### src/core/ehp_pkg.sv
// shared constants and types for the encoder and host port front end
package ehp_pkg;
   localparam int unsigned DATA_W       = 8;
   localparam int unsigned POS_W        = 32;
   localparam int unsigned CLK_PERIOD_NS = 5;
   // encoder state must hold this many system clocks to count
   localparam int unsigned DWELL_CLKS   = 8;
   localparam int unsigned DWELL_W      = 4;
   localparam logic [DWELL_W-1:0] DWELL_LAST = 4'h7;
   // reset must be held this many clocks (far end's duty)
   localparam int unsigned RESET_CLKS   = 8;
   // host side cycle counts for strobe phases
   localparam int unsigned STROBE_CLKS  = 4;
   localparam logic [3:0]  STROBE_LAST  = 4'h3;
   localparam logic [DATA_W-1:0] BUSY_BIT_POS = 8'h00;
   localparam int unsigned BUSY_IDX     = 0;
   // busy stays set at least this many clocks after an access, then until busyDone
   localparam logic [3:0]  BUSY_CLKS    = 4'h8;
   localparam logic [POS_W-1:0] POS_RESET = 32'h0000_0000;
   localparam logic [DATA_W-1:0] BYTE_ZERO = 8'h00;
   typedef enum logic {PORT_CMD, PORT_DATA} ehp_port_t;
   typedef enum logic [1:0] {OP_NONE, OP_READ, OP_WRITE} ehp_op_t;
endpackage : ehp_pkg

### src/core/ehp_if.sv
// host bus and encoder pins between the front end and its host and encoder
`timescale 1ns/1ps
`default_nettype none
interface ehp_if;
   logic       chipSelN;
   logic       portSelect;
   logic       readN;
   logic       writeN;
   logic [7:0] hostBusToDev;
   logic [7:0] hostBusFromDev;
   logic       hostBusDevOeN;
   logic       hostBusHostOeN;
   logic       phaseA;
   logic       phaseB;
   logic       indexN;
   modport dev (
      input  chipSelN, portSelect, readN, writeN, hostBusToDev,
      input  phaseA, phaseB, indexN,
      output hostBusFromDev, hostBusDevOeN
   );
   modport host (
      output chipSelN, portSelect, readN, writeN, hostBusToDev, hostBusHostOeN,
      output phaseA, phaseB, indexN,
      input  hostBusFromDev, hostBusDevOeN
   );
endinterface : ehp_if
`default_nettype wire

### src/core/ehp_device.sv
// device end: quadrature decoder, index capture and host port
`timescale 1ns/1ps
`default_nettype none
module ehp_device
   import ehp_pkg::*;
(
   input  wire logic                    ref_clk,
   input  wire logic                    resetn,
   ehp_if.dev                           pins,
   input  wire logic [ehp_pkg::DATA_W-1:0] statusIn,
   input  wire logic [ehp_pkg::DATA_W-1:0] readData,
   input  wire logic                    busyDone,
   output logic      [ehp_pkg::DATA_W-1:0] cmdByte,
   output logic                         cmdStrobe,
   output logic      [ehp_pkg::DATA_W-1:0] wrData,
   output logic                         wrDataStrobe,
   output logic                         rdDataStrobe,
   output logic      [ehp_pkg::POS_W-1:0]  position,
   output logic      [ehp_pkg::POS_W-1:0]  indexPos,
   output logic                         indexStrobe,
   output logic                         busy
);
   import ehp_pkg::*;

   logic [2:0] syncA_q, sync2_q;
   logic [1:0] stable_q;
   logic [1:0] cand_q;
   logic [DWELL_W-1:0] dwell_q;
   logic idxStable_q;
   logic [POS_W-1:0] pos_q;
   logic [1:0] step;
   logic rdN_q, wrN_q, wrSel_q, rdSel_q;
   logic [DATA_W-1:0] busOut_q;
   logic busOeN_q;
   logic [3:0] busyCnt_q;

   // two-stage synchroniser, bit 0 is A, 1 is B, 2 is index
   always_ff @(posedge ref_clk or negedge resetn)
   begin
      if (!resetn)
      begin
         syncA_q <= 3'h7;
         sync2_q <= 3'h7;
      end
      else
      begin
         syncA_q <= {pins.indexN, pins.phaseB, pins.phaseA};
         sync2_q <= syncA_q;
      end
   end

   // dwell filter: a new state is accepted after it holds eight clocks
   always_ff @(posedge ref_clk or negedge resetn)
   begin
      if (!resetn)
      begin
         cand_q      <= 2'h0;
         dwell_q     <= '0;
         stable_q    <= 2'h0;
         idxStable_q <= 1'b1;
      end
      else
      begin
         if (sync2_q[1:0] != cand_q)
         begin
            // the first sample of a new state already counts as one
            cand_q  <= sync2_q[1:0];
            dwell_q <= 4'h1;
         end
         else if (dwell_q != DWELL_LAST)
         begin
            dwell_q <= dwell_q + 1'b1;
         end
         else
         begin
            stable_q <= cand_q;
         end
         idxStable_q <= sync2_q[2];
      end
   end

   // gray sequence 00,01,11,10 forward with A as bit 0 leading
   logic [1:0] nextS;
   always_comb
   begin
      nextS = 2'h0;
      step  = 2'h0;
      if (dwell_q == DWELL_LAST && sync2_q[1:0] == cand_q && cand_q != stable_q)
      begin
         nextS = cand_q;
         case ({stable_q, nextS})
            4'b00_01, 4'b01_11, 4'b11_10, 4'b10_00: step = 2'h1;
            4'b00_10, 4'b10_11, 4'b11_01, 4'b01_00: step = 2'h2;
            default: step = 2'h0;
         endcase
      end
   end

   always_ff @(posedge ref_clk or negedge resetn)
   begin
      if (!resetn)
         pos_q <= POS_RESET;
      else if (step == 2'h1)
         pos_q <= pos_q + 1'b1;
      else if (step == 2'h2)
         pos_q <= pos_q - 1'b1;
   end
   assign position = pos_q;

   // index capture on the clock where index, A and B are all low
   always_ff @(posedge ref_clk or negedge resetn)
   begin
      if (!resetn)
      begin
         indexPos    <= POS_RESET;
         indexStrobe <= 1'b0;
      end
      else
      begin
         indexStrobe <= 1'b0;
         if (!idxStable_q && stable_q == 2'h0 && !indexStrobe)
         begin
            indexPos    <= pos_q;
            indexStrobe <= 1'b1;
         end
      end
   end

   // host strobe edge detection; a write completes on its rising edge
   always_ff @(posedge ref_clk or negedge resetn)
   begin
      if (!resetn)
      begin
         rdN_q   <= 1'b1;
         wrN_q   <= 1'b1;
         wrSel_q <= 1'b0;
         rdSel_q <= 1'b0;
      end
      else
      begin
         rdN_q   <= pins.readN | pins.chipSelN;
         wrN_q   <= pins.writeN | pins.chipSelN;
         wrSel_q <= pins.portSelect;
         rdSel_q <= pins.portSelect;
      end
   end

   logic wrEnd, rdEnd;
   assign wrEnd = !wrN_q && (pins.writeN | pins.chipSelN);
   assign rdEnd = !rdN_q && (pins.readN | pins.chipSelN);

   always_ff @(posedge ref_clk or negedge resetn)
   begin
      if (!resetn)
      begin
         cmdByte      <= BYTE_ZERO;
         cmdStrobe    <= 1'b0;
         wrData       <= BYTE_ZERO;
         wrDataStrobe <= 1'b0;
         rdDataStrobe <= 1'b0;
      end
      else
      begin
         cmdStrobe    <= 1'b0;
         wrDataStrobe <= 1'b0;
         rdDataStrobe <= 1'b0;
         // live port select, so the first strobe cycle never takes a stale port
         if (!pins.writeN && !pins.chipSelN && !pins.portSelect)
            cmdByte <= pins.hostBusToDev;
         if (!pins.writeN && !pins.chipSelN && pins.portSelect)
            wrData <= pins.hostBusToDev;
         if (wrEnd && !wrSel_q)
            cmdStrobe <= 1'b1;
         if (wrEnd && wrSel_q)
            wrDataStrobe <= 1'b1;
         if (rdEnd && rdSel_q)
            rdDataStrobe <= 1'b1;
      end
   end

   // busy rises on the first clock of any command write or data access
   always_ff @(posedge ref_clk or negedge resetn)
   begin
      if (!resetn)
         busyCnt_q <= 4'h0;
      else if ((!pins.writeN || (!pins.readN && pins.portSelect)) && !pins.chipSelN)
         busyCnt_q <= BUSY_CLKS;
      else if (busyCnt_q != 4'h0)
         busyCnt_q <= busyCnt_q - 1'b1;
   end

   always_ff @(posedge ref_clk or negedge resetn)
   begin
      if (!resetn)
         busy <= 1'b0;
      else if ((!pins.writeN || (!pins.readN && pins.portSelect)) && !pins.chipSelN)
         busy <= 1'b1;
      else if (busyCnt_q == 4'h0 && busyDone)
         busy <= 1'b0;
   end

   // read driver: status on command port, data on data port
   always_ff @(posedge ref_clk or negedge resetn)
   begin
      if (!resetn)
      begin
         busOut_q <= BYTE_ZERO;
         busOeN_q <= 1'b1;
      end
      else
      begin
         busOeN_q <= pins.readN | pins.chipSelN;
         if (pins.portSelect)
            busOut_q <= readData;
         else
         begin
            busOut_q <= statusIn;
            busOut_q[BUSY_IDX] <= busy | (!pins.writeN && !pins.chipSelN);
         end
      end
   end
   assign pins.hostBusFromDev = busOut_q;
   assign pins.hostBusDevOeN  = busOeN_q;
endmodule : ehp_device
`default_nettype wire

### src/flat_wrapper.sv
// flat-port wrapper written by rule: the top's interface ports become plain ports
module ehp_device_flat import ehp_pkg::*;
  (ref_clk, resetn, statusIn, readData, busyDone, cmdByte, cmdStrobe, wrData, wrDataStrobe, rdDataStrobe, position, indexPos, indexStrobe, busy, pins_chipSelN, pins_portSelect, pins_readN, pins_writeN, pins_hostBusToDev, pins_phaseA, pins_phaseB, pins_indexN, pins_hostBusFromDev, pins_hostBusDevOeN);
  ehp_if pins_i ();
  input  wire logic ref_clk;
  input  wire logic resetn;
  input  wire logic [ehp_pkg::DATA_W-1:0] statusIn;
  input  wire logic [ehp_pkg::DATA_W-1:0] readData;
  input  wire logic busyDone;
  output logic      [ehp_pkg::DATA_W-1:0] cmdByte;
  output logic cmdStrobe;
  output logic      [ehp_pkg::DATA_W-1:0] wrData;
  output logic wrDataStrobe;
  output logic rdDataStrobe;
  output logic      [ehp_pkg::POS_W-1:0] position;
  output logic      [ehp_pkg::POS_W-1:0] indexPos;
  output logic indexStrobe;
  output logic busy;
  input wire logic [$bits(pins_i.chipSelN)-1:0] pins_chipSelN;
  input wire logic [$bits(pins_i.portSelect)-1:0] pins_portSelect;
  input wire logic [$bits(pins_i.readN)-1:0] pins_readN;
  input wire logic [$bits(pins_i.writeN)-1:0] pins_writeN;
  input wire logic [$bits(pins_i.hostBusToDev)-1:0] pins_hostBusToDev;
  input wire logic [$bits(pins_i.phaseA)-1:0] pins_phaseA;
  input wire logic [$bits(pins_i.phaseB)-1:0] pins_phaseB;
  input wire logic [$bits(pins_i.indexN)-1:0] pins_indexN;
  output wire logic [$bits(pins_i.hostBusFromDev)-1:0] pins_hostBusFromDev;
  output wire logic [$bits(pins_i.hostBusDevOeN)-1:0] pins_hostBusDevOeN;
  assign pins_i.chipSelN = pins_chipSelN;
  assign pins_i.portSelect = pins_portSelect;
  assign pins_i.readN = pins_readN;
  assign pins_i.writeN = pins_writeN;
  assign pins_i.hostBusToDev = pins_hostBusToDev;
  assign pins_i.phaseA = pins_phaseA;
  assign pins_i.phaseB = pins_phaseB;
  assign pins_i.indexN = pins_indexN;
  assign pins_hostBusFromDev = pins_i.hostBusFromDev;
  assign pins_hostBusDevOeN = pins_i.hostBusDevOeN;
  ehp_device u_core (.ref_clk(ref_clk), .resetn(resetn), .pins(pins_i), .statusIn(statusIn), .readData(readData), .busyDone(busyDone), .cmdByte(cmdByte), .cmdStrobe(cmdStrobe), .wrData(wrData), .wrDataStrobe(wrDataStrobe), .rdDataStrobe(rdDataStrobe), .position(position), .indexPos(indexPos), .indexStrobe(indexStrobe), .busy(busy));
endmodule
### config.mk
export PLATFORM = sky130hd
export DESIGN_NAME = ehp_device_flat
export DESIGN_NICKNAME = d
export VERILOG_FILES = /design/src/core/ehp_pkg.sv /design/src/core/ehp_if.sv /design/src/core/ehp_device.sv /design/src/flat_wrapper.sv
export SDC_FILE = /design/constraint.sdc
export NUM_CORES = 1
export LEC_CHECK = 0
export ABC_CLOCK_PERIOD_IN_PS = 5100
export BUFFER_PORTS_ARGS = -buffer_cell sky130_fd_sc_hd__buf_4
export CAP_MARGIN = 20
export CORE_UTILIZATION = 55
export DETAILED_ROUTE_END_ITERATION = 7
export HOLD_SLACK_MARGIN = 0.03
export PLACE_DENSITY = 0.9
export SETUP_SLACK_MARGIN = 0.2
export SKIP_CTS_REPAIR_TIMING = 1
export SYNTH_ARGS = -nofsm -noshare
export SYNTH_HDL_FRONTEND = slang
export SYNTH_SLANG_ARGS = --single-unit
### constraint.sdc
create_clock -name ref_clk -period 5.1 [get_ports ref_clk]
set_input_delay 1.02 -clock ref_clk [delete_from_list [all_inputs] [get_ports ref_clk]]
set_output_delay 1.02 -clock ref_clk [all_outputs]
set_load 0.01 [all_outputs]
# --- Word-level counts from Yosys, hierarchy flattened ---
# Memories as Yosys holds them, arrays and structs flattened.
# Index checks and enable logic that the tools add are counted.
totals:
  regBits: 115
  rom_bits: 32
  in_bits: 34
  wordCells: 84
  memories: 1
mem_list:
  columns: ["name", "depth", "width", "read_ports", "rd_ports_with_merged_regs", "write_ports", "line_no", "rtl"]
  rows:
  - ["(name not given)", 16, 2, 1, 0, 0, "ehp_device.sv:91", "case ({stable_q, nextS})"]
op_classes:
  addsub: 4
  eq_ne: 7
  muxes: 14
  bitwise: 5
  n_reduce_logical: 33
ops:
  columns: ["op", "count"]
  rows:
  - ["$mux 32", 2]
  - ["$add 32x1->32 const B", 1]
  - ["$sub 32x1->32 const B", 1]
  - ["$mux 4", 4]
  - ["$logic_and 1x1->1", 15]
  - ["$logic_not 1->1", 9]
  - ["$mux 8", 1]
  - ["$reduce_bool 2->1", 4]
  - ["$mux 1", 6]
  - ["$add 4x1->4 const B", 1]
  - ["$eq 4x3->1 const B", 1]
  - ["$logic_not 4->1", 1]
  - ["$ne 2x2->1", 2]
  - ["$ne 4x3->1 const B", 1]
  - ["$reduce_bool 4->1", 1]
  - ["$sub 4x1->4 const B", 1]
  - ["$or 1x1->1", 3]
  - ["$eq 2x1->1 const B", 1]
  - ["$eq 2x2->1", 1]
  - ["$eq 2x2->1 const B", 1]
  - ["$logic_not 2->1", 1]
  - ["$mux 2", 1]
  - ["$not 1->1", 2]
  - ["$reduce_and 2->1", 1]
  - ["$logic_or 1x1->1", 1]

# --- Logic depth before layout (Yosys ltp) ---
depth:
  word_depth: 7
  depth_mapped: 16
  mapped_depth_nobuf: 15

# --- Worst setup path after synthesis ---
# Ideal clock, no wire load.
synth_path:
  path_type: "register to register"
  start: "register u_core.sync2_q[0]"
  end: "register u_core.pos_q[24], in the netlist u_core.position[24]"
  arrival_ns: 3.969
  required_ns: 4.977
  setup_slack_ns: 1.008
  path_stages_with_launch: 17
  synth_period_minus_slack_ns: 4.092
  cell_sequence: "dfstp_2 xnor2_1 nand2_1 nor2_1 nand3_1 ha_1 inv_1 ha_1 buf_6 a21o_1 a21o_1 a21o_1 or3_1 o22ai_2 a21oi_1 a2111o_1 o221a_2"
synth_via:
  elab_chain_len: 6
synth_lines:
  columns: ["item", "line_no", "rtl"]
  rows:
  - ["start, declared", "ehp_device.sv:25", "logic [2:0] syncA_q, sync2_q;"]
  - ["start signal, assigned", "ehp_device.sv:48", "sync2_q <= syncA_q;"]
  - ["$eq 2x2->1 (*)", "ehp_device.sv:88", "if (dwell_q == DWELL_LAST && sync2_q[1:0] == cand_q && cand_q != stable_q)"]
  - ["$logic_and 1x1->1 (*) (2 in a row)", "ehp_device.sv:88", null]
  - ["$mux 2 (*)", "ehp_device.sv:88", null]
  - ["$eq 2x1->1 / $eq 2x2->1 (equally long branches)", "ehp_device.sv:103, ehp_device.sv:105", null]
  - ["$mux 32 / $reduce_bool 2->1 (equally long branches)", null, null]
  - ["end signal, assigned", "ehp_device.sv:104", "pos_q <= pos_q + 1'b1;"]
  - ["end signal, assigned", "ehp_device.sv:106", "pos_q <= pos_q - 1'b1;"]
  - ["end, declared", "ehp_device.sv:30", "logic [POS_W-1:0] pos_q;"]
# Every way passes the cells marked *; elsewhere a longest branch is shown, timed or not.
# A chain may end at the register's enable or synchronous reset.

# --- Worst setup path after layout ---
layout_path:
  start: "register u_core.sync2_q[0]"
  end: "register u_core.pos_q[31], in the netlist u_core.position[31]"
# The elaborated chain is that of the path after synthesis.

==> results.json <==
{
  "status": "finished, final reports clean",
  "syn_to_final_growth_pct": 28.6,
  "ys_top_cells_by_area": "dfrtp_1, mux2_2, ha_1",
  "switching_share": 0.329,
  "worst_pin_slew_ns": 0.968,
  "hold_ws_ns": 0.352,
  "crit_path_end": "u_core.position[31]",
  "grt_first_pass_wirelength_um": 23200,
  "seq_area_frac_synth": 0.485,
  "antenna_found_initial": 0,
  "synth_cell_types": 55,
  "yosysTopAreaCellShare": 0.445,
  "placed_area_mm2": 0.00702,
  "p_per_area_mw_per_mm2": 479,
  "vias": 4852,
  "drc": 0,
  "setup_viol": 0,
  "async_reset_ff_frac": 1.00,
  "routed_wl_um": 14100,
  "via_per_inst": 5.85,
  "clock_sinks": 115,
  "cts_tree": "built",
  "dieWidth_um": 106,
  "drt_iter0_markers": 295,
  "worst_slack_ns": 0.770,
  "clockBufferDepth": 2,
  "die_h_um": 106,
  "placed_cells": 796,
  "p_leak_nw": 3.85,
  "rows": 37,
  "grt_max_degree": 78,
  "hold_path.class": "reg -> reg",
  "final.min_clock_period_ns": 4.33,
  "path_cells": "xnor2_1 > nand2_1 > nor4_1 > ha_1 > inv_1 > buf_4 > ha_1 > a211oi_1 > o21bai_1 > a211oi_1 > o31ai_1 > nor3_1 > nor3_1 > a211oi_1 > nor3_1",
  "cts_buffers": 17,
  "synth_top_area_cell": "dfrtp_1",
  "slowest_delay_ns": 0.54,
  "crit_type": "reg -> reg",
  "regToRegSetupSlack_ns": 0.77,
  "fin_area_mm2": 0.00766,
  "synth_area_mm2": 0.00596,
  "crit_slowest_cell": "dfstp_2",
  "cts_root_buffer": "clkbuf_8",
  "p_int_mw": 2.46,
  "maxCapViolCount": 0,
  "cp_max_fo": 12,
  "grt_busiest_layer": "met2",
  "yosysWarnings": 0,
  "grtUsageMet1": 0.320,
  "power_mw": 3.67,
  "slew_headroom": 0.355,
  "drt-pass1-iter-count": 5,
  "antenna_left": 0,
  "setup_tns_ns": 0,
  "nNetsFinal": 748,
  "use_met3": 0.0711,
  "arrival_ns": 4.77,
  "dieArea_mm2": 0.0113,
  "ir_drop_uv": 359,
  "grt_pass1_vias": 4843,
  "start_util": 0.572,
  "ff2ff_path_depth": 15,
  "syn_avg_cell_area_um2": 10.8,
  "start_kind": "flip-flop",
  "port_buffers": 126,
  "grt.total_usage": 0.264,
  "seq_power_share": 0.305,
  "fin_skew_ns": 0.00557,
  "period_share": 0.849,
  "drive_gt1_frac": 0.342,
  "reg2reg_to": "u_core.position[31]",
  "finalHoldViolations": 0,
  "ys_seq_elements": 115,
  "path_clk_slew_ns": 0.06,
  "syn_nets": 621,
  "fillers": 668,
  "final_core_util": 0.735,
  "reg2reg_from": "u_core.sync2_q[0]",
  "grt_util_met2": 0.452,
  "clkLatencyLatePin_ns": 0.53,
  "cp_data_required_time_ns": 5.54,
  "critPathLaunch": "u_core.sync2_q[0]",
  "clkPwrFrac": 0.333,
  "top_level_ports": 128,
  "slew_violations": 0,
  "cts_max_level": 4,
  "antenna_cells": 0,
  "place.gp.congestion": 0.929,
  "power_frac_comb": 0.362,
  "endpoint_kind": "flip-flop",
  "rsz0062_at_grt": "no",
  "grt_overflow": 0,
  "synthCells": 553,
  "synth_top_flop_cell": "dfrtp_1",
  "p_switching_mw": 1.21,
  "core_mm2": 0.0104,
  "synth-edff-count": 0,
  "dpl_worst_slack_ns": 0.927,
  "layoutNonFillerInstCount": 829,
  "fmax_ghz": 0.231,
  "dp_hpwl_um": 9310,
  "wl_per_cell_um": 17.0
}
==> metal layers <==
layer / wire, um / share of wire
met4: 364 / 0.026
met1: 5840 / 0.41
met3: 819 / 0.058
met2: 7050 / 0.50
met5: 0 / 0
==> kinds of logic after synthesis <==
kind of cell,count (synthesis),share of synthesized area
mux,59,0.111
xor+xnor,30,0.0441
fa+ha+maj,34,0.0727
compound gates,137,0.152
flops,115,0.485
simple gates,140,0.110
buf+inv,38,0.0254
==> flip-flops by register name (all words and copies together), names as in the netlist, 2 cells and up <==
name                        cells
u_core.wrData                   8
u_core.cmdByte                  8
u_core.indexPos                32
u_core.pins.hostBusFromDev      8
u_core.syncA_q                  3
u_core.stable_q                 2
u_core.busyCnt_q                4
u_core.sync2_q                  3
u_core.cand_q                   2
u_core.position                32
u_core.dwell_q                  4
==> power by group through the flow <==
stage               clock [mW]  sequential [mW]  combinational [mW]
floorplan                    0             1.16               0.877
global placement             0             1.12                1.23
detailed placement           0             1.13                1.27
CTS                       1.23             1.12                1.31
global route              1.27             1.13                1.44
finish                    1.22             1.12                1.33
==> synthesized netlist by cell type (9+ instances only) <==
cell type / number
inv_1: 14
mux2_2: 58
ha_1: 33
clkbuf_1: 20
nor2_1: 28
nand3_1: 10
nand2_1: 57
o21ai_0: 32
a21o_1: 17
a21oi_1: 31
xnor2_1: 22
dfrtp_1: 106
dfstp_2: 9
o21ai_1: 11
==> worst max-delay path: cells and delay by family, from the launching register on <==
kind,cells,cell delay [ns]
AO/OA/AOI/OAI,5,1.09
adder cells (fa/ha/maj),2,0.78
flip-flops,1,0.54
buffers and inverters,2,0.50
XOR/XNOR,1,0.14
AND/OR/NAND/NOR,5,1.20
==> cell type report <==
type	instances	area (um2)	share of cell area
multi-input cells	400	2920	0.382
flip-flops and latches	115	2890	0.377
repair buffers	132	1010	0.132
clock buffers	19	432	0.0564
clock inverters	13	181	0.0237
well taps	136	170	0.0222
inverters	14	52.6	0.00686
==> worst min-delay path by stage <==
stage                                  from            endpoint  slack, ns  cells past startpoint
after global placement    u_core.syncA_q[0]   u_core.sync2_q[0]       0.35                      0
final                     u_core.sync2_q[2]  u_core.idxStable_q       0.35                      0
after detailed placement  u_core.sync2_q[2]  u_core.idxStable_q       0.35                      0
after floorplan           u_core.sync2_q[2]  u_core.idxStable_q       0.35                      0
after CTS                 u_core.sync2_q[2]  u_core.idxStable_q       0.35                      0
after global routing      u_core.sync2_q[2]  u_core.idxStable_q       0.35                      0
==> placed cells by master (no fill, tap or decap), types with 6 or more instances in the layout <==
master       n
a21o_1      17
buf_4      131
o21ai_0     32
nand4_1      6
xnor2_1     22
nor3_1       7
o21ai_1     11
nor2b_1      6
mux2_2      58
ha_1        33
inv_1       14
nand2_1     57
dfstp_2      9
xor2_1       8
a211oi_1     6
nor2_1      28
clkbuf_16   16
a21oi_1     31
dfrtp_1    106
nand3_1     10
Note: power is estimated with default switching activity, not from simulation.
